$ cat config.mk
export PLATFORM = sky130hd
export DESIGN_NAME = console_ctrl
export DESIGN_NICKNAME = d
export VERILOG_FILES = /design/src/console_pkg.sv /design/src/console_ctrl.sv
export SDC_FILE = /design/constraint.sdc
export NUM_CORES = 1
export LEC_CHECK = 0
export ABC_AREA = 1
export BUFFER_PORTS_ARGS = -buffer_cell sky130_fd_sc_hd__clkbuf_2
export CAP_MARGIN = 40
export CORE_ASPECT_RATIO = 1.2
export CORE_UTILIZATION = 35
export DETAILED_ROUTE_END_ITERATION = 6
export PLACE_DENSITY = 0.59
export SLEW_MARGIN = 20
export SYNTH_ARGS = -nofsm -noshare
export SYNTH_HDL_FRONTEND = slang
export SYNTH_SLANG_ARGS = --single-unit
$ cat constraint.sdc
create_clock -name hclk -period 3.9 [get_ports hclk]
set_clock_uncertainty 0.1 [all_clocks]
set_input_delay 0.195 -clock hclk [delete_from_list [all_inputs] [get_ports hclk]]
set_output_delay 0.195 -clock hclk [all_outputs]
set_load 0.02 [all_outputs]
$ cat src/console_pkg.sv
// console switch control package: register offsets, reset values, states and carriers
// assumes a single processor clock domain and an 18-bit bus address path
package console_pkg;

    // =====================================================================
    // widths
    localparam int ADDR_W = 18;
    localparam int DATA_W = 16;

    // =====================================================================
    // register offsets, byte addresses on the register bus
    localparam logic [7:0] OFS_STATUS = 8'h00;
    localparam logic [7:0] OFS_IREG_BASE = 8'h04;
    localparam logic [7:0] OFS_LATCH = 8'h08;
    localparam logic [7:0] OFS_DATA_DISP = 8'h0c;
    localparam logic [7:0] OFS_ADDR_DISP = 8'h10;

    // =====================================================================
    // reset values and address steps
    localparam logic [17:0] IREG_BASE_RST = 18'h3ffc0;
    localparam int IREG_SPAN_BITS = 4;
    localparam logic [17:0] WORD_STEP = 18'h00002;
    localparam logic [17:0] IREG_STEP = 18'h00001;
    localparam logic [17:0] ADDR_RST = 18'h00000;
    localparam logic [15:0] DATA_RST = 16'h0000;
    localparam logic [1:0] HTRANS_NONSEQ = 2'h2;

    // =====================================================================
    // control states and last console operation
    typedef enum logic [2:0] {
        ST_RUN = 3'b000,
        ST_HALTING = 3'b001,
        ST_CONSOLE = 3'b010,
        ST_STEP = 3'b011,
        ST_BUS = 3'b100
    } state_e;

    typedef enum logic [1:0] {
        OP_NONE = 2'b00,
        OP_EXAMINE_KEY = 2'b01,
        OP_DEP = 2'b10
    } last_op_e;

    // =====================================================================
    // carriers
    typedef struct packed {
        logic halt_sel;
        logic load_address_key;
        logic examine_key;
        logic deposit_key;
        logic continue_key;
        logic start_key;
    } keys_s;

    typedef struct packed {
        logic valid;
        logic write;
        logic [17:0] addr;
        logic [15:0] wdata;
    } bus_req_s;

endpackage

$ cat src/console_ctrl.sv
// console switch control: run/halt selector, keys, console address latch,
// examine/deposit bus cycles and an AHB-Lite register window
// assumes keys are debounced levels synchronous to hclk, and the processor
// reports instruction boundaries with instr_done and pending traps with trap_pending
//
// How it works
// latch holds its value while program runs
// repeated examine or deposit increments latch and address
// odd addresses lose bit 00, word access
// odd byte shows in data bits 15..08
// continue at enable resumes the processor
// continue at halt runs exactly one instruction
// continue never issues a system clear
// at enable no requests, keys ignored
// halt after instruction and traps, before grants
// start always clears; at halt no start
// start release at enable runs from latch
// deposit writes switch value to latched address
// displays show written data and address
// consecutive deposits target the next address
// load or examine cancels deposit increment
// bus timeout ends quietly, no trap
// load address copies switches into latch
// first access after halt/load never increments
// increment is one word, two bytes
// internal register addresses increment by one
// examine reads latched word into displays
//
// The register addresses and the AHB-Lite interface to the registers were left to the implementer.
`timescale 1ns/100ps
`default_nettype none

module console_ctrl (
    // clock and reset
    input wire logic hclk,
    input wire logic hresetn,
    // register bus
    input wire logic hsel,
    input wire logic [31:0] haddr,
    input wire logic [1:0] htrans,
    input wire logic hwrite,
    input wire logic [2:0] hsize,
    input wire logic [31:0] hwdata,
    input wire logic hready,
    output logic [31:0] hrdata,
    output logic hreadyout,
    output logic hresp,
    // front panel
    input wire console_pkg::keys_s keys,
    input wire logic [17:0] switch_reg,
    output logic [17:0] addr_display,
    output logic [15:0] data_display,
    // processor control
    input wire logic instr_done,
    input wire logic trap_pending,
    input wire logic prog_halt,
    output logic cpu_run,
    output logic console_mode,
    output logic hold_priority_grants,
    output logic sys_clear,
    output logic start_load,
    output logic [17:0] start_addr,
    // system bus cycles
    output console_pkg::bus_req_s bus_req,
    input wire logic bus_ack,
    input wire logic bus_timeout,
    input wire logic [15:0] bus_rdata
);

    // =====================================================================
    // state
    console_pkg::state_e state_r, state_nxt;
    console_pkg::last_op_e last_op_r;
    console_pkg::keys_s keys_q_r;
    console_pkg::bus_req_s bus_req_r;
    logic [17:0] latch_r;
    logic [17:0] bar_r;
    logic [15:0] data_disp_r;
    logic [17:0] ireg_base_r;
    logic start_armed_r;
    logic cpu_run_r;
    logic console_mode_r;
    logic hold_r;
    logic sys_clear_r;
    logic start_load_r;
    logic [31:0] hrdata_r;
    logic hreadyout_r;
    logic hresp_r;
    logic wr_pend_r;
    logic [7:0] wr_ofs_r;

    // =====================================================================
    // key edges; deposit acts on the press, start clears on press, runs on release
    wire press_load = keys.load_address_key & ~keys_q_r.load_address_key;
    wire press_examine_key = keys.examine_key & ~keys_q_r.examine_key;
    wire press_dep = keys.deposit_key & ~keys_q_r.deposit_key;
    wire press_cont = keys.continue_key & ~keys_q_r.continue_key;
    wire press_start = keys.start_key & ~keys_q_r.start_key;
    wire rel_start = ~keys.start_key & keys_q_r.start_key;

    // =====================================================================
    // key acceptance: only the stopped console listens, panel keys need halt
    wire in_console = (state_r == console_pkg::ST_CONSOLE);
    wire panel_ok = in_console & keys.halt_sel;
    wire do_load = panel_ok & press_load;
    wire do_examine_key = panel_ok & press_examine_key & ~press_load;
    wire do_dep = panel_ok & press_dep & ~press_load & ~press_examine_key;
    wire panel_busy = do_load | do_examine_key | do_dep;
    wire do_cont = in_console & press_cont & ~panel_busy;
    wire do_start = in_console & press_start & ~panel_busy & ~press_cont;
    wire do_go = in_console & start_armed_r & rel_start & ~keys.halt_sel;
    wire boundary = instr_done & ~trap_pending;

    // =====================================================================
    // address stepping: words by two, internal registers by one
    localparam int IREG_SPAN_BITS_L = console_pkg::IREG_SPAN_BITS;
    wire lat_ireg = (latch_r[17:IREG_SPAN_BITS_L] == ireg_base_r[17:IREG_SPAN_BITS_L]);
    wire [17:0] step_amt = lat_ireg ? console_pkg::IREG_STEP : console_pkg::WORD_STEP;
    wire [17:0] inc_addr = latch_r + step_amt;
    wire examine_key_inc = (last_op_r == console_pkg::OP_EXAMINE_KEY);
    wire dep_inc = (last_op_r == console_pkg::OP_DEP);
    wire [17:0] examine_key_addr = examine_key_inc ? inc_addr : latch_r;
    wire [17:0] dep_addr = dep_inc ? inc_addr : latch_r;
    wire [17:0] sel_addr = do_examine_key ? examine_key_addr : dep_addr;
    wire sel_ireg = (sel_addr[17:IREG_SPAN_BITS_L] == ireg_base_r[17:IREG_SPAN_BITS_L]);
    wire [17:0] bus_addr = sel_ireg ? sel_addr : {sel_addr[17:1], 1'b0};

    // =====================================================================
    // next state of the run/halt control
    always_comb begin
        state_nxt = state_r;
        unique case (state_r)
            console_pkg::ST_RUN: begin
                if (prog_halt) begin
                    state_nxt = console_pkg::ST_CONSOLE;
                end else if (keys.halt_sel) begin
                    state_nxt = console_pkg::ST_HALTING;
                end
            end
            console_pkg::ST_HALTING: begin
                if (boundary) begin
                    state_nxt = console_pkg::ST_CONSOLE;
                end
            end
            console_pkg::ST_CONSOLE: begin
                if (do_examine_key | do_dep) begin
                    state_nxt = console_pkg::ST_BUS;
                end else if (do_cont) begin
                    state_nxt = keys.halt_sel ? console_pkg::ST_STEP : console_pkg::ST_RUN;
                end else if (do_go) begin
                    state_nxt = console_pkg::ST_RUN;
                end
            end
            console_pkg::ST_STEP: begin
                if (boundary) begin
                    state_nxt = console_pkg::ST_CONSOLE;
                end
            end
            console_pkg::ST_BUS: begin
                if (bus_ack | bus_timeout) begin
                    state_nxt = console_pkg::ST_CONSOLE;
                end
            end
            default: begin
                state_nxt = console_pkg::ST_CONSOLE;
            end
        endcase
    end

    // decoded outputs of the next state
    wire run_nxt = (state_nxt == console_pkg::ST_RUN) | (state_nxt == console_pkg::ST_HALTING)
        | (state_nxt == console_pkg::ST_STEP);
    wire hold_nxt = (state_nxt == console_pkg::ST_HALTING) | (state_nxt == console_pkg::ST_STEP);
    wire cons_nxt = (state_nxt == console_pkg::ST_CONSOLE) | (state_nxt == console_pkg::ST_BUS);
    wire enter_halt = (state_nxt == console_pkg::ST_CONSOLE) & (state_r != console_pkg::ST_CONSOLE)
        & (state_r != console_pkg::ST_BUS);
    wire bus_done = (state_r == console_pkg::ST_BUS) & (bus_ack | bus_timeout);

    // =====================================================================
    // state, key history and processor control flops
    always_ff @(posedge hclk or negedge hresetn) begin
        if (!hresetn) begin
            state_r <= console_pkg::ST_CONSOLE;
            keys_q_r <= '0;
            cpu_run_r <= 1'b0;
            hold_r <= 1'b0;
            console_mode_r <= 1'b1;
        end else begin
            state_r <= state_nxt;
            keys_q_r <= keys;
            cpu_run_r <= run_nxt;
            hold_r <= hold_nxt;
            console_mode_r <= cons_nxt;
        end
    end

    // system clear on start press, program start on release at enable
    always_ff @(posedge hclk or negedge hresetn) begin
        if (!hresetn) begin
            sys_clear_r <= 1'b0;
            start_load_r <= 1'b0;
            start_armed_r <= 1'b0;
        end else begin
            sys_clear_r <= do_start;
            start_load_r <= do_go;
            if (do_start) begin
                start_armed_r <= 1'b1;
            end else if (rel_start | ~in_console) begin
                start_armed_r <= 1'b0;
            end
        end
    end

    // =====================================================================
    // console address latch and the increment history
    always_ff @(posedge hclk or negedge hresetn) begin
        if (!hresetn) begin
            latch_r <= console_pkg::ADDR_RST;
            last_op_r <= console_pkg::OP_NONE;
        end else begin
            if (do_load) begin
                latch_r <= switch_reg;
            end else if (do_examine_key | do_dep) begin
                latch_r <= sel_addr;
            end
            if (do_load | do_cont | do_start | enter_halt) begin
                last_op_r <= console_pkg::OP_NONE;
            end else if (do_examine_key) begin
                last_op_r <= console_pkg::OP_EXAMINE_KEY;
            end else if (do_dep) begin
                last_op_r <= console_pkg::OP_DEP;
            end
        end
    end

    // =====================================================================
    // bus cycle request and the address and data displays
    always_ff @(posedge hclk or negedge hresetn) begin
        if (!hresetn) begin
            bus_req_r <= '0;
            bar_r <= console_pkg::ADDR_RST;
            data_disp_r <= console_pkg::DATA_RST;
        end else begin
            if (do_examine_key | do_dep) begin
                bus_req_r.valid <= 1'b1;
                bus_req_r.write <= do_dep;
                bus_req_r.addr <= bus_addr;
                bus_req_r.wdata <= switch_reg[15:0];
            end else if (bus_done) begin
                bus_req_r.valid <= 1'b0;
            end
            if (do_load) begin
                bar_r <= switch_reg;
            end else if (bus_done) begin
                bar_r <= bus_req_r.addr;
            end
            if (bus_done) begin
                // whole word shown, so an odd byte sits in bits 15..08
                data_disp_r <= bus_req_r.write ? bus_req_r.wdata : bus_rdata;
            end
        end
    end

    // =====================================================================
    // register bus: zero wait states, always OKAY
    wire ahb_take = hsel & hready & (htrans == console_pkg::HTRANS_NONSEQ | htrans == 2'h3);
    wire [7:0] ofs = haddr[7:0];
    wire [31:0] status_word = {24'h000000, keys.halt_sel, cpu_run_r, last_op_r, 1'b0, state_r};
    wire [31:0] rd_mux = (ofs == console_pkg::OFS_STATUS) ? status_word :
        (ofs == console_pkg::OFS_IREG_BASE) ? {14'h0000, ireg_base_r} :
        (ofs == console_pkg::OFS_LATCH) ? {14'h0000, latch_r} :
        (ofs == console_pkg::OFS_DATA_DISP) ? {16'h0000, data_disp_r} :
        (ofs == console_pkg::OFS_ADDR_DISP) ? {14'h0000, bar_r} : 32'h00000000;

    // address phase capture and read data
    always_ff @(posedge hclk or negedge hresetn) begin
        if (!hresetn) begin
            hrdata_r <= 32'h00000000;
            hreadyout_r <= 1'b1;
            hresp_r <= 1'b0;
            wr_pend_r <= 1'b0;
            wr_ofs_r <= 8'h00;
        end else begin
            hreadyout_r <= 1'b1;
            hresp_r <= 1'b0;
            wr_pend_r <= ahb_take & hwrite;
            wr_ofs_r <= ofs;
            if (ahb_take & ~hwrite) begin
                hrdata_r <= rd_mux;
            end
        end
    end

    // data phase write; only the internal register base is writable
    always_ff @(posedge hclk or negedge hresetn) begin
        if (!hresetn) begin
            ireg_base_r <= console_pkg::IREG_BASE_RST;
        end else if (wr_pend_r & (wr_ofs_r == console_pkg::OFS_IREG_BASE)) begin
            ireg_base_r <= hwdata[17:0];
        end
    end

    // =====================================================================
    // outputs, all from flops
    assign hrdata = hrdata_r;
    assign hreadyout = hreadyout_r;
    assign hresp = hresp_r;
    assign addr_display = bar_r;
    assign data_display = data_disp_r;
    assign cpu_run = cpu_run_r;
    assign console_mode = console_mode_r;
    assign hold_priority_grants = hold_r;
    assign sys_clear = sys_clear_r;
    assign start_load = start_load_r;
    assign start_addr = latch_r;
    assign bus_req = bus_req_r;
endmodule

`default_nettype wire

==> results.md, run 1 <==
- Status: finished, final reports clean
- Crit path top cell by count: nand2_1
- Worst EP arrival: 3.87 ns
- CORE AREA: 22600 um^2
- Vias/cell: 4.961
- Area contributors post-synth: dfrtp_1 42%, nand2_1 13%, o21ai_0 4.8%
- Area of placed instances: 9383 um^2
- Slew Limit Fails: 0
- Ant diodes: 0
- Peak supply drop: 0.0003396 V
- Die area: 23820 um^2
- Synthesis-to-layout area growth: 32.36%
- Worst path slowest cell: dfstp_2
- FF+latch count, synth: 149
- Top-area cell type share of the netlist area: 0.4159
- PortBufs: 187
- Post-synthesis cell area: 8123 um^2
- Power Internal: 4.114 mW
- Crit path cell chain: xnor2_1 -> inv_1 -> or4_4 -> nor4_4 -> inv_1 -> ha_1 -> nand2_1 -> nand2_1 -> nand2_1 -> inv_1 -> nand2_1 -> nor2_1 -> nand3_2 -> o21ai_1 -> nand2_1 -> nand2_1 -> nand3_1 -> nor2_1 -> nand2_1 -> nand2_1
- Crit path depth: 20
- Clock sink count: 149
- NumNets Final: 1397
- Min Tclk post-route: 3.607 ns
- Mean post-synth cell area: 7.995 um^2
- Overflow after GRT: 0
- DP HPWL: 20.77 mm
- EDFF count, synth: 0
- Post-DRT Antenna Nets: 0
- Design Area, Final: 10750 um^2
- Largest net degree at the start of global routing: 73
- CTS Buf Count: 17
- Initial antenna violation count: 0
- # IOs: 246
- Asr flop ratio synth: 1.000
- Normalized max-slew margin: 0.5373
- Bufs and invs on worst path: 3
- Clock power frac: 0.234
- Mapped Cells: 1016
- CP peak stage delay: 0.58 ns
- Reg-to-Reg End: bus_req[16]$_DFFE_PN0P_
- Final setup TNS: 0 ns
- DR vias: 7927
- HP Class: in -> reg
- Seq/Total Area, Yosys: 0.4612
- Die Ht: 168.9 um
- Worst setup endpoint: bus_req[16]$_DFFE_PN0P_
- Die Wd: 141.1 um
- FF-to-FF Start: ireg_base_r[7]$_DFFE_PN1P_
- # rows: 60
- Hold Path Origin: bus_timeout
- Max Buffers Root-to-Sink: 2
- Cell count of the worst reg-to-reg path: 20
- DRC: 0
- Initial Util: 0.3595
- Most frequent cells after synthesis: 280 x nand2_1, 135 x dfrtp_1, 91 x nor2_1, 83 x inv_1, 78 x o21ai_0
- Final weighted congestion in routability-driven placement: 0.9357
- WP data required: 4.16 ns
- Critical path class: reg -> reg
- First-pass DRT Iterations: 5
- CTS Root Buffer Type: clkbuf_16
- Worst setup SP type: flip-flop
- Net Sw Power: 3.261 mW
- Setup crit end kind: flip-flop
- Worst-path clk slew: 0.06 ns
- Count of different cell masters after synthesis: 51
- Number of global-route vias before repair: 7727
- Wirelength per Cell: 17.70 um
- Worst Path Max Fanout: 3
- CP delay by family, top: simple AND/OR/NAND/NOR gates
- Ys Warns: 0
- RSZ-0062 raised after global routing: false
- Worst-Margin Slew: 0.6933 ns
- First-pass GRT wire length: 44.01 mm
- # setup viols final: 0
- Drt total wl: 28.28 mm
- Hold Vio Cnt, Final: 0
- R2R setup slack: 0.29 ns
- Max Cap Viol: 0
- Switching Share: 0.4421
- TritonCTS clock tree: yes
- Dominant synthesized flop cell: dfrtp_1
- Final period util: 0.9248
- Share of layout cells above drive strength 1: 0.2609
- H-tree depth: 4
- Combinational Power Share: 0.420
- Initial DRC Count: 635
- Clk_lat worst skew: 0.43 ns
- Gr usage total: 0.2467
- Leak: 5.277 nW
- Area leader, netlist: dfrtp_1
- Critical path origin: ireg_base_r[7]$_DFFE_PN1P_
- Flop pwr share: 0.346
- Pwr/cell area: 686.0 nW/um^2
- Most frequent cell after synthesis: nand2_1
- F_max: 0.2773 GHz
layout make-up:
class / instances / area (um^2)
Fill cell: 2214 / 11850
Inverter: 101 / 379.1
Tap cell: 310 / 387.9
Sequential cell: 149 / 3746
Timing Repair Buffer: 288 / 1906
Multi-Input combinational cell: 718 / 3717
Clock inverter: 14 / 176.4
Clock buffer: 18 / 439.2
how the worst min path moves through the flow:
| stage | end | depth (start not counted) | slack (ns) |
|---|---|---|---|
| after floorplan | addr_display[0]$_DFFE_PN0P_ | 0 | -0.20 |
| after global placement | keys_q_r[1]$_DFF_PN0_ | 1 | 0.22 |
| after detailed placement | addr_display[3]$_DFFE_PN0P_ | 1 | -0.03 |
| after CTS | state_r[2]$_DFF_PN0_ | 4 | 0.01 |
| after global routing | state_r[2]$_DFF_PN0_ | 4 | 0.03 |
| final | state_r[2]$_DFF_PN0_ | 4 | 0.03 |
layer usage:
metal,vias up,share of wire,global-route usage
li1,3824,-,-
met1,3754,0.43,0.3190
met2,312,0.49,0.4146
met3,37,0.058,0.04158
met4,0,0.021,0.08696
met5,-,0,0
cells by family (layout without fill, tap and decap cells):
| group | count (synthesis) | count (layout) | share of synthesized area |
|---|---|---|---|
| flops | 149 | 149 | 0.4612 |
| buf+inv | 163 | 421 | 0.09165 |
| compound gates | 185 | 185 | 0.1352 |
| other cells | 2 | 16 | 0.0009246 |
| simple gates | 480 | 480 | 0.2632 |
| xor+xnor | 16 | 16 | 0.01725 |
| fa+ha+maj | 3 | 3 | 0.005545 |
| mux | 18 | 18 | 0.02495 |
worst min-delay path: cells and delay by family:
kind	cells	cell delay (ns)
and+or+nand+nor	2	0.15
buffers and inverters	2	0.16
power by group through the flow:
| stage | clock network [mW] | logic (mW) | registers (mW) |
|---|---|---|---|
| 3_5_place_dp | 0 | 3.01 | 2.57 |
| 3_3_place_gp | 0 | 2.98 | 2.56 |
| 2_1_floorplan | 0 | 1.46 | 2.99 |
| 5_1_grt | 1.83 | 3.41 | 2.62 |
| 6_report | 1.73 | 3.10 | 2.55 |
| 4_1_cts | 1.77 | 3.08 | 2.55 |
flip-flops by register name, summed over array words and instances (netlist names), 3 cells and up:
signal        flops
addr_display     18
bus_req          36
data_display     16
hrdata           18
ireg_base_r      18
keys_q_r          5
start_addr       18
state_r           3
wr_ofs_r          8
cells in the final DEF, fill, tap and decap left out, types with 5 or more instances in the layout:
master,n
nand3_2,5
a221oi_1,8
conb_1,16
nand4_1,17
a21oi_1,41
xnor2_1,7
inv_1,83
o31ai_1,16
mux2_2,18
nor2_1,91
dlygate4sd3_1,69
dfrtp_1,135
clkbuf_2,186
o21ai_0,78
nand2_1,279
xor2_1,9
o211ai_1,21
inv_2,14
nor2_2,6
clkinv_4,5
nand2_2,6
clkbuf_16,17
nand3_1,50
dfstp_2,14
buf_4,30
metrics by stage:
step | setup WS [ns] | utilization | cells | total power [mW] | hold WS (ns)
2_1_floorplan | 0.6999 | - | 1030 | 4.447 | -0.2006
3_3_place_gp | 0.3719 | 0.4140 | 1492 | 5.539 | 0.2193
3_5_place_dp | 0.2905 | 0.4152 | 1493 | 5.585 | -0.03056
4_1_cts | 0.2754 | 0.4730 | 1594 | 7.393 | 0.009837
5_1_grt | 0.03227 | 0.4758 | 1598 | 7.872 | 0.02623
6_report | 0.2931 | 0.4758 | 1598 | 7.375 | 0.02923
repair_timing:
item                                    in CTS  in global routing
hold endpoints to repair                   178                  0
buffers inserted                             0                  4
endpoints found under the setup margin       0                  1
hold buffers                                69                  0
gates resized for setup                      0                  7
Note: power is estimated with default switching activity, not from simulation.
==> run 2: changes to the inputs <==
- clock period: 3.9 -> 4.6 ns (I/O delays scaled with it)
==> results.md, run 2 (synthesis gave the netlist of run 1 again) <==
- Status: finished, final reports clean (unchanged)
- WP data required: 4.87 ns (was 4.16 ns)
- Met3 GRT Util: 0.03989 (was 0.04158)
- HP Class: in -> reg (unchanged)
- Initial Util: 0.3595 (unchanged)
- DRC: 0 (unchanged)
- # setup viols final: 0 (unchanged)
- Final period util: 0.8344 (was 0.9248)
- CTS resizes: 0 (unchanged)
- Slew Limit Fails: 0 (unchanged)
- Worst-path clk slew: 0.06 ns (about the same)
- NumNets Final: 1375 (was 1397)
- Most frequent cells in the layout: 280 x nand2_1, 186 x clkbuf_2, 135 x dfrtp_1 (was 279 x nand2_1, 186 x clkbuf_2, 135 x dfrtp_1)
- Wirelength per Cell: 17.51 um (was 17.70 um)
- R2R setup slack: 0.76 ns (was 0.29 ns)
- Critical path class: reg -> reg (unchanged)
- Hold Path Depth: 3 (was 4)
- Number of global-route vias before repair: 7490 (was 7727)
- Hold Vio Cnt, Final: 0 (unchanged)
- Hold Buf Count CTS: 67 (was 69)
- Initial antenna violation count: 1 (was 0)
- Final worst slack: 0.7617 ns (was 0.2931 ns)
- Power Internal: 3.506 mW (was 4.114 mW)
- Net Sw Power: 2.718 mW (was 3.261 mW)
- Largest net degree at the start of global routing: 150 (was 73)
- Setup crit end kind: flip-flop (unchanged)
- Combinational Power Share: 0.393 (was 0.420)
- Clock sink count: 149 (unchanged)
- Reg area: 3746 um^2 (unchanged)
- CTS Buf Count: 17 (unchanged)
- Max FFs per register: 36 (unchanged)
- CORE AREA: 22600 um^2 (unchanged)
- Commonest non-fill, non-tap cell in the layout: nand2_1 (unchanged)
- Cell count of the worst reg-to-reg path: 21 (was 20)
- Synthesis-to-layout area growth: 30.18% (was 32.36%)
- Max Buffers Root-to-Sink: 2 (unchanged)
- Gr busiest metal: met2 (unchanged)
- Clock power frac: 0.249 (was 0.234)
- Gr usage total: 0.2388 (was 0.2467)
- First-pass DRT Iterations: 5 (unchanged)
- First-pass GRT wire length: 43.06 mm (was 44.01 mm)
- CTS Root Buffer Type: clkbuf_16 (unchanged)
- Reg-to-Reg End: bus_req[16]$_DFFE_PN0P_ (unchanged)
- H-tree depth: 4 (unchanged)
- Switching Share: 0.4367 (was 0.4421)
- Flop pwr share: 0.358 (was 0.346)
- # IOs: 246 (unchanged)
- Layout fillers: 2244 (was 2214)
- Final hold slack: 0.01930 ns (was 0.02923 ns)
- Post-DRT Antenna Nets: 0 (unchanged)
- Area of the multi-input gates: 3685 um^2 (was 3717 um^2)
- Share of layout cells above drive strength 1: 0.2449 (was 0.2609)
- Die Ht: 168.9 um (unchanged)
- Vias/cell: 4.925 (was 4.961)
- # rows: 60 (unchanged)
- Pwr/cell area: 588.6 nW/um^2 (was 686.0 nW/um^2)
- Die Wd: 141.1 um (unchanged)
- Drt total wl: 27.61 mm (was 28.28 mm)
- DP HPWL: 19.61 mm (was 20.77 mm)
- PortBufs: 187 (unchanged)
- Clk_lat worst skew: 0.43 ns (about the same)
- Overflow after GRT: 0 (unchanged)
- Min Tclk post-route: 3.838 ns (was 3.607 ns)
- Peak supply drop: 0.0002979 V (was 0.0003396 V)
- Initial DRC Count: 482 (was 635)
- Hold Path End: addr_display[16]$_DFFE_PN0P_ (was state_r[2]$_DFF_PN0_)
- Final weighted congestion in routability-driven placement: 0.8747 (was 0.9357)
- TritonCTS clock tree: yes (unchanged)
- Worst setup SP type: flip-flop (unchanged)
- FF-to-FF Start: start_addr[10]$_DFFE_PN0P_ (was ireg_base_r[7]$_DFFE_PN1P_)
- Final setup TNS: 0 ns (unchanged)
- DR vias: 7767 (was 7927)
- F_max: 0.2605 GHz (was 0.2773 GHz)
- Die area: 23820 um^2 (unchanged)
- Max Cap Viol: 0 (unchanged)
- Pre-CTS setup slack: 0.8040 ns (was 0.2905 ns)
- Worst Path Max Fanout: 11 (was 3)
- Met2 Use GR: 0.3975 (was 0.4146)
- M1 GR Usage: 0.3170 (was 0.3190)
- Post-CTS Setup Bufs: 0 (unchanged)
- Leak: 5.172 nW (was 5.277 nW)
- RSZ-0062 raised after global routing: false (unchanged)
- Worst-Margin Slew: 0.8418 ns (was 0.6933 ns)
- Critical path origin: start_addr[10]$_DFFE_PN0P_ (was ireg_base_r[7]$_DFFE_PN1P_)
- Hold Path Origin: switch_reg[16] (was bus_timeout)
- Normalized max-slew margin: 0.4388 (was 0.5373)
- Worst EP arrival: 4.11 ns (was 3.87 ns)
[run 2: cell types whose count changed in the layout (fill, tap and decap cells not counted), moves of 2 or more]
cell           delta
clkinv_4          -4
dlygate4sd3_1     -2
buf_4            -21
clkbuf_8          +2
[run 2: worst max path at each step]
| stage | end | slack [ns] | cells after the start |
|---|---|---|---|
| after detailed placement | bus_req[16]$_DFFE_PN0P_ | 0.80 | 21 |
| final | bus_req[16]$_DFFE_PN0P_ | 0.76 | 21 |
| after floorplan | bus_req[16]$_DFFE_PN0P_ | 1.40 | 21 |
| after global placement | bus_req[16]$_DFFE_PN0P_ | 0.82 | 21 |
| after global routing | bus_req[16]$_DFFE_PN0P_ | 0.40 | 21 |
| after CTS | bus_req[16]$_DFFE_PN0P_ | 0.77 | 21 |
[run 2: per-stage QoR]
| stage | utilization | instance area, um^2 | total power [mW] | cells |
|---|---|---|---|---|
| global route | 0.4678 | 10570 | 6.620 | 1576 |
| detailed placement | 0.4084 | 9228 | 4.648 | 1475 |
| global placement | 0.4084 | 9228 | 4.618 | 1475 |
| CTS | 0.4664 | 10540 | 6.259 | 1574 |
| finish | 0.4679 | 10570 | 6.223 | 1577 |
| floorplan | - | 8175 | 3.770 | 1030 |
[run 2: metal layers]
metal | routed length (um) | vias to the layer above
met5 | 0 | -
met2 | 13360 | 282
li1 | - | 3787
met1 | 12440 | 3671
met4 | 370 | 0
met3 | 1439 | 27
[run 2: area by class of cell]
type                       count  share of cell area
inverter                     101             0.03585
clock buffer                  21             0.04449
clock inverter                11             0.01621
sequential                   149              0.3543
antenna                        1           0.0002367
multi-input combinational    718              0.3485
tap                          310             0.03668
timing repair buffer         266              0.1638
[run 2: power by group through the flow]
stage	sequential, mW	combinational, mW	clock [mW]
final	2.23	2.45	1.55
after CTS	2.23	2.46	1.58
after detailed placement	2.25	2.40	0
after floorplan	2.53	1.24	0
after global routing	2.29	2.70	1.63
after global placement	2.24	2.38	0
[run 2: worst max-delay path, cell delays in order (launching register included)]
cell	delay [ns]
dfrtp_1	0.66
inv_1	0.17
nand2_1	0.08
nor3b_1	0.17
nand4_1	0.15
nor4_2	0.43
ha_1	0.27
fa_1	0.25
nand3_2	0.18
nor2_4	0.24
nand2_2	0.09
nand2_1	0.11
nand3_1	0.10
nand2_1	0.10
nand2_1	0.14
nand2_1	0.10
nand2_1	0.05
nor2_1	0.08
nand2_1	0.06
nor2_1	0.10
nand2_1	0.07
nand2_1	0.06
==> run 3: changes to the inputs <==
- ABC_AREA: 1 -> 0
- PLACE_DENSITY: 0.59 -> 0.62
- clock period: 4.6 -> 3.3 ns (I/O delays scaled with it)
==> results.md, run 3 <==
- Status: finished, final reports clean (unchanged)
- Top-area cell type share of the netlist area: 0.4504 (was 0.4159)
- Initial antenna violation count: 0 (was 1)
- Most frequent cells after synthesis: 156 x nand2_1, 135 x dfrtp_1, 60 x nor2_1, 58 x o21ai_0, 44 x clkbuf_1 (was 280 x nand2_1, 135 x dfrtp_1, 91 x nor2_1, 83 x inv_1, 78 x o21ai_0)
- Post-synthesis cell area: 7501 um^2 (was 8123 um^2)
- # IOs: 246 (unchanged)
- Drt total wl: 24.12 mm (was 27.61 mm)
- Worst path slowest cell: dfstp_2 (was dfrtp_1)
- EDFF count, synth: 0 (unchanged)
- # rows: 58 (was 60)
- Pwr/cell area: 836.5 nW/um^2 (was 588.6 nW/um^2)
- CTS Root Buffer Type: clkbuf_16 (unchanged)
- F_max: 0.3062 GHz (was 0.2605 GHz)
- Area contributors post-synth: dfrtp_1 45%, nand2_1 7.8%, dfstp_2 4.9% (was dfrtp_1 42%, nand2_1 13%, o21ai_0 4.8%)
- # setup viols final: 0 (unchanged)
- Final weighted congestion in routability-driven placement: 0.9244 (was 0.8747)
- Setup crit end kind: flip-flop (unchanged)
- Wirelength per Cell: 17.96 um (was 17.51 um)
- First-pass GRT wire length: 37.15 mm (was 43.06 mm)
- Min Tclk post-route: 3.266 ns (was 3.838 ns)
- Commonest non-fill, non-tap cell in the layout: clkbuf_2 (was nand2_1)
- Largest net degree at the start of global routing: 71 (was 150)
- DR vias: 6701 (was 7767)
- Max Buffers Root-to-Sink: 2 (unchanged)
- H-tree depth: 4 (unchanged)
- Normalized max-slew margin: 0.5275 (was 0.4388)
- Reg area: 3746 um^2 (unchanged)
- Die Wd: 135.6 um (was 141.1 um)
- Worst EP arrival: 3.48 ns (was 4.11 ns)
- Area leader, netlist: dfrtp_1 (unchanged)
- Max Cap Viol: 0 (unchanged)
- Worst-path clk slew: 0.06 ns (about the same)
- HP Class: in -> reg (unchanged)
- Area of the multi-input gates: 3575 um^2 (was 3685 um^2)
- Final setup TNS: 0 ns (unchanged)
- Die area: 22020 um^2 (was 23820 um^2)
- WP data required: 3.52 ns (was 4.87 ns)
- Overflow after GRT: 0 (unchanged)
- Crit path cell chain: xnor2_1 -> nand2_1 -> nor3_2 -> nand4_1 -> buf_4 -> ha_1 -> a21oi_1 -> nor4_1 -> buf_4 -> a31oi_2 -> a311oi_2 -> a2bb2oi_1 -> and4_1 -> a32o_2 (was inv_1 -> nand2_1 -> nor3b_1 -> nand4_1 -> nor4_2 -> ha_1 -> fa_1 -> nand3_2 -> nor2_4 -> nand2_2 -> nand2_1 -> nand3_1 -> nand2_1 -> nand2_1 -> nand2_1 -> nand2_1 -> nor2_1 -> nand2_1 -> nor2_1 -> nand2_1 -> nand2_1)
- Hold Vio Cnt, Final: 0 (unchanged)
- PortBufs: 187 (unchanged)
- CP delay by family, top: compound AO/OA/AOI/OAI gates (was simple AND/OR/NAND/NOR gates)
- Max FFs per register: 36 (unchanged)
- Post-synthesis mux area share: 0.07173 (was 0.02495)
- Mapped Cells: 783 (was 1016)
- Die Ht: 162.4 um (was 168.9 um)
- TritonCTS clock tree: yes (unchanged)
- Critical path class: reg -> reg (unchanged)
- Pre-CTS setup slack: -0.003434 ns (was 0.8040 ns)
- Seq/Total Area, Yosys: 0.4994 (was 0.4612)
- Post-DRT Antenna Nets: 0 (unchanged)
- Ys Warns: 0 (unchanged)
- NumNets Final: 1182 (was 1375)
- Main combinational cell family by area after synthesis: simple AND/OR/NAND/NOR gates (unchanged)
- Worst setup SP type: flip-flop (unchanged)
- Initial DRC Count: 503 (was 482)
- CTS Buf Count: 17 (unchanged)
- Most frequent cell after synthesis: nand2_1 (unchanged)
- Dominant synthesized flop cell: dfrtp_1 (unchanged)
- Asr flop ratio synth: 1.000 (unchanged)
- Gr usage total: 0.2245 (was 0.2388)
- Fraction of the mapped netlist area in compound gates: 0.1278 (was 0.1352)
- Leak: 4.798 nW (was 5.172 nW)
- Share of layout cells above drive strength 1: 0.3178 (was 0.2449)
- Clk_lat worst skew: 0.43 ns (about the same)
- Layout fillers: 2010 (was 2244)
- Post-Synth XOR/XNOR Area: 0.06772 (was 0.01725)
- Final worst slack: 0.03369 ns (was 0.7617 ns)
- Simple-Gate Fraction of Synth Area: 0.1775 (was 0.2632)
- Most frequent cells in the layout: 186 x clkbuf_2, 156 x nand2_1, 135 x dfrtp_1 (was 280 x nand2_1, 186 x clkbuf_2, 135 x dfrtp_1)
- Peak supply drop: 0.0004125 V (was 0.0002979 V)
- Adder-cell area share of the yosys netlist: 0.006005 (was 0.005545)
- Slew Limit Fails: 0 (unchanged)
- RSZ-0062 raised after global routing: true (was false)
- CP peak stage delay: 0.58 ns (was 0.66 ns)
- Worst-Margin Slew: 0.7088 ns (was 0.8418 ns)
- Number of global-route vias before repair: 6493 (was 7490)
- First-pass DRT Iterations: 5 (unchanged)
- Final period util: 0.9898 (was 0.8344)
- Clock sink count: 149 (unchanged)
- Mean post-synth cell area: 9.580 um^2 (was 7.995 um^2)
- Crit path top cell by count: buf_4 (was nand2_1)
- DP HPWL: 17.31 mm (was 19.61 mm)
- Initial Util: 0.3577 (was 0.3595)
- Count of different cell masters after synthesis: 61 (was 51)
- DRC: 0 (unchanged)
- FF+latch count, synth: 149 (unchanged)
- Worst Path Max Fanout: 5 (was 11)
- Vias/cell: 4.990 (was 4.925)
- Synthesis-to-layout area growth: 37.61% (was 30.18%)
- Ant diodes: 0 (was 1)
- CORE AREA: 20970 um^2 (was 22600 um^2)
- Bufs and invs on worst path: 2 (was 1)
## run 3: cell types whose count changed in the layout (fill, tap and decap cells not counted), sizes merged, moves of 21 or more
cell,change
o211ai,-21
inv,-88
nand3,-46
nor2,-41
nand2,-131
mux2i,+29
buf,+45
xnor2,+26
## run 3: worst paths after layout
path                                            startpoint                     endpoint  slack, ns  cells past startpoint
worst max-delay path            ireg_base_r[7]$_DFFE_PN1P_      bus_req[16]$_DFFE_PN0P_       0.03                     14
worst min-delay path                               bus_ack         state_r[2]$_DFF_PN0_       0.03                      4
worst max register to register  ireg_base_r[7]$_DFFE_PN1P_      bus_req[16]$_DFFE_PN0P_       0.03                     14
worst min register to register      hrdata[17]$_DFFE_PN0P_       hrdata[17]$_DFFE_PN0P_       0.38                      2
max in group asynchronous                          hresetn  ireg_base_r[10]$_DFFE_PN1P_       2.04                      3
min in group asynchronous                          hresetn       hrdata[13]$_DFFE_PN0P_       0.22                      2
## run 3: cell type report
type,count,share of cell area
Sequential cell,149,0.3629
Clock buffer,22,0.04303
Timing Repair Buffer,311,0.1996
Inverter,9,0.003273
Tap cell,270,0.03273
Clock inverter,10,0.01212
Multi-Input combinational cell,572,0.3463
## run 3: stage by stage
stage	utilization	std cells	hold WS (ns)	total power, mW	cell area [um^2]
global placement	0.4273	1241	0.1304	6.538	8962
CTS	0.4874	1341	0.02632	8.601	10220
detailed placement	0.4281	1242	0.1385	6.604	8977
floorplan	-	797	-0.2306	5.153	7580
finish	0.4922	1343	0.03318	8.635	10320
global route	0.4922	1343	0.05649	9.148	10320
## run 3: logic make-up (layout without fill, tap and decap cells)
| kind of cell | count (synthesis) | count (layout) |
|---|---|---|
| other | 2 | 16 |
| buffers and inverters | 77 | 352 |
| XOR/XNOR | 58 | 58 |
| adder cells (fa/ha/maj) | 3 | 3 |
| flip-flops | 149 | 149 |
| AND/OR/NAND/NOR | 290 | 291 |
| AO/OA/AOI/OAI | 153 | 153 |
| multiplexers | 51 | 51 |
## run 3: worst register-to-register path, stage by stage (launching register included)
cell and delay [ns]:
dfstp_2 0.58, xnor2_1 0.14, nand2_1 0.10, nor3_2 0.20, nand4_1 0.15, buf_4 0.18
ha_1 0.26, a21oi_1 0.40, nor4_1 0.11, buf_4 0.17, a31oi_2 0.16, a311oi_2 0.07
a2bb2oi_1 0.16, and4_1 0.15, a32o_2 0.25
## run 3: layer usage
| metal | GRT usage | wire length, um | up-vias |
|---|---|---|---|
| met3 | 0.04233 | 1468 | 33 |
| met4 | 0.06997 | 434 | 0 |
| met2 | 0.3576 | 11550 | 224 |
| met1 | 0.3070 | 10670 | 3211 |
| met5 | 0 | 0 | - |
| li1 | - | - | 3233 |
## run 3: report_power, final
part	switching (mW)	total, mW	internal [mW]
Sequential	0.635	3.06	2.43
Combinational	2.21	3.66	1.45
Clock	0.790	1.91	1.12
## run 3: what timing repair did
item | in CTS | in global routing
endpoints found under the setup margin | 1 | 9
hold buffers | 67 | 0
endpoints found under the hold margin | 153 | 0
cloned | 0 | 1
resized for setup | 1 | 14
pin swaps | 1 | 7
setup buffers | 0 | 1
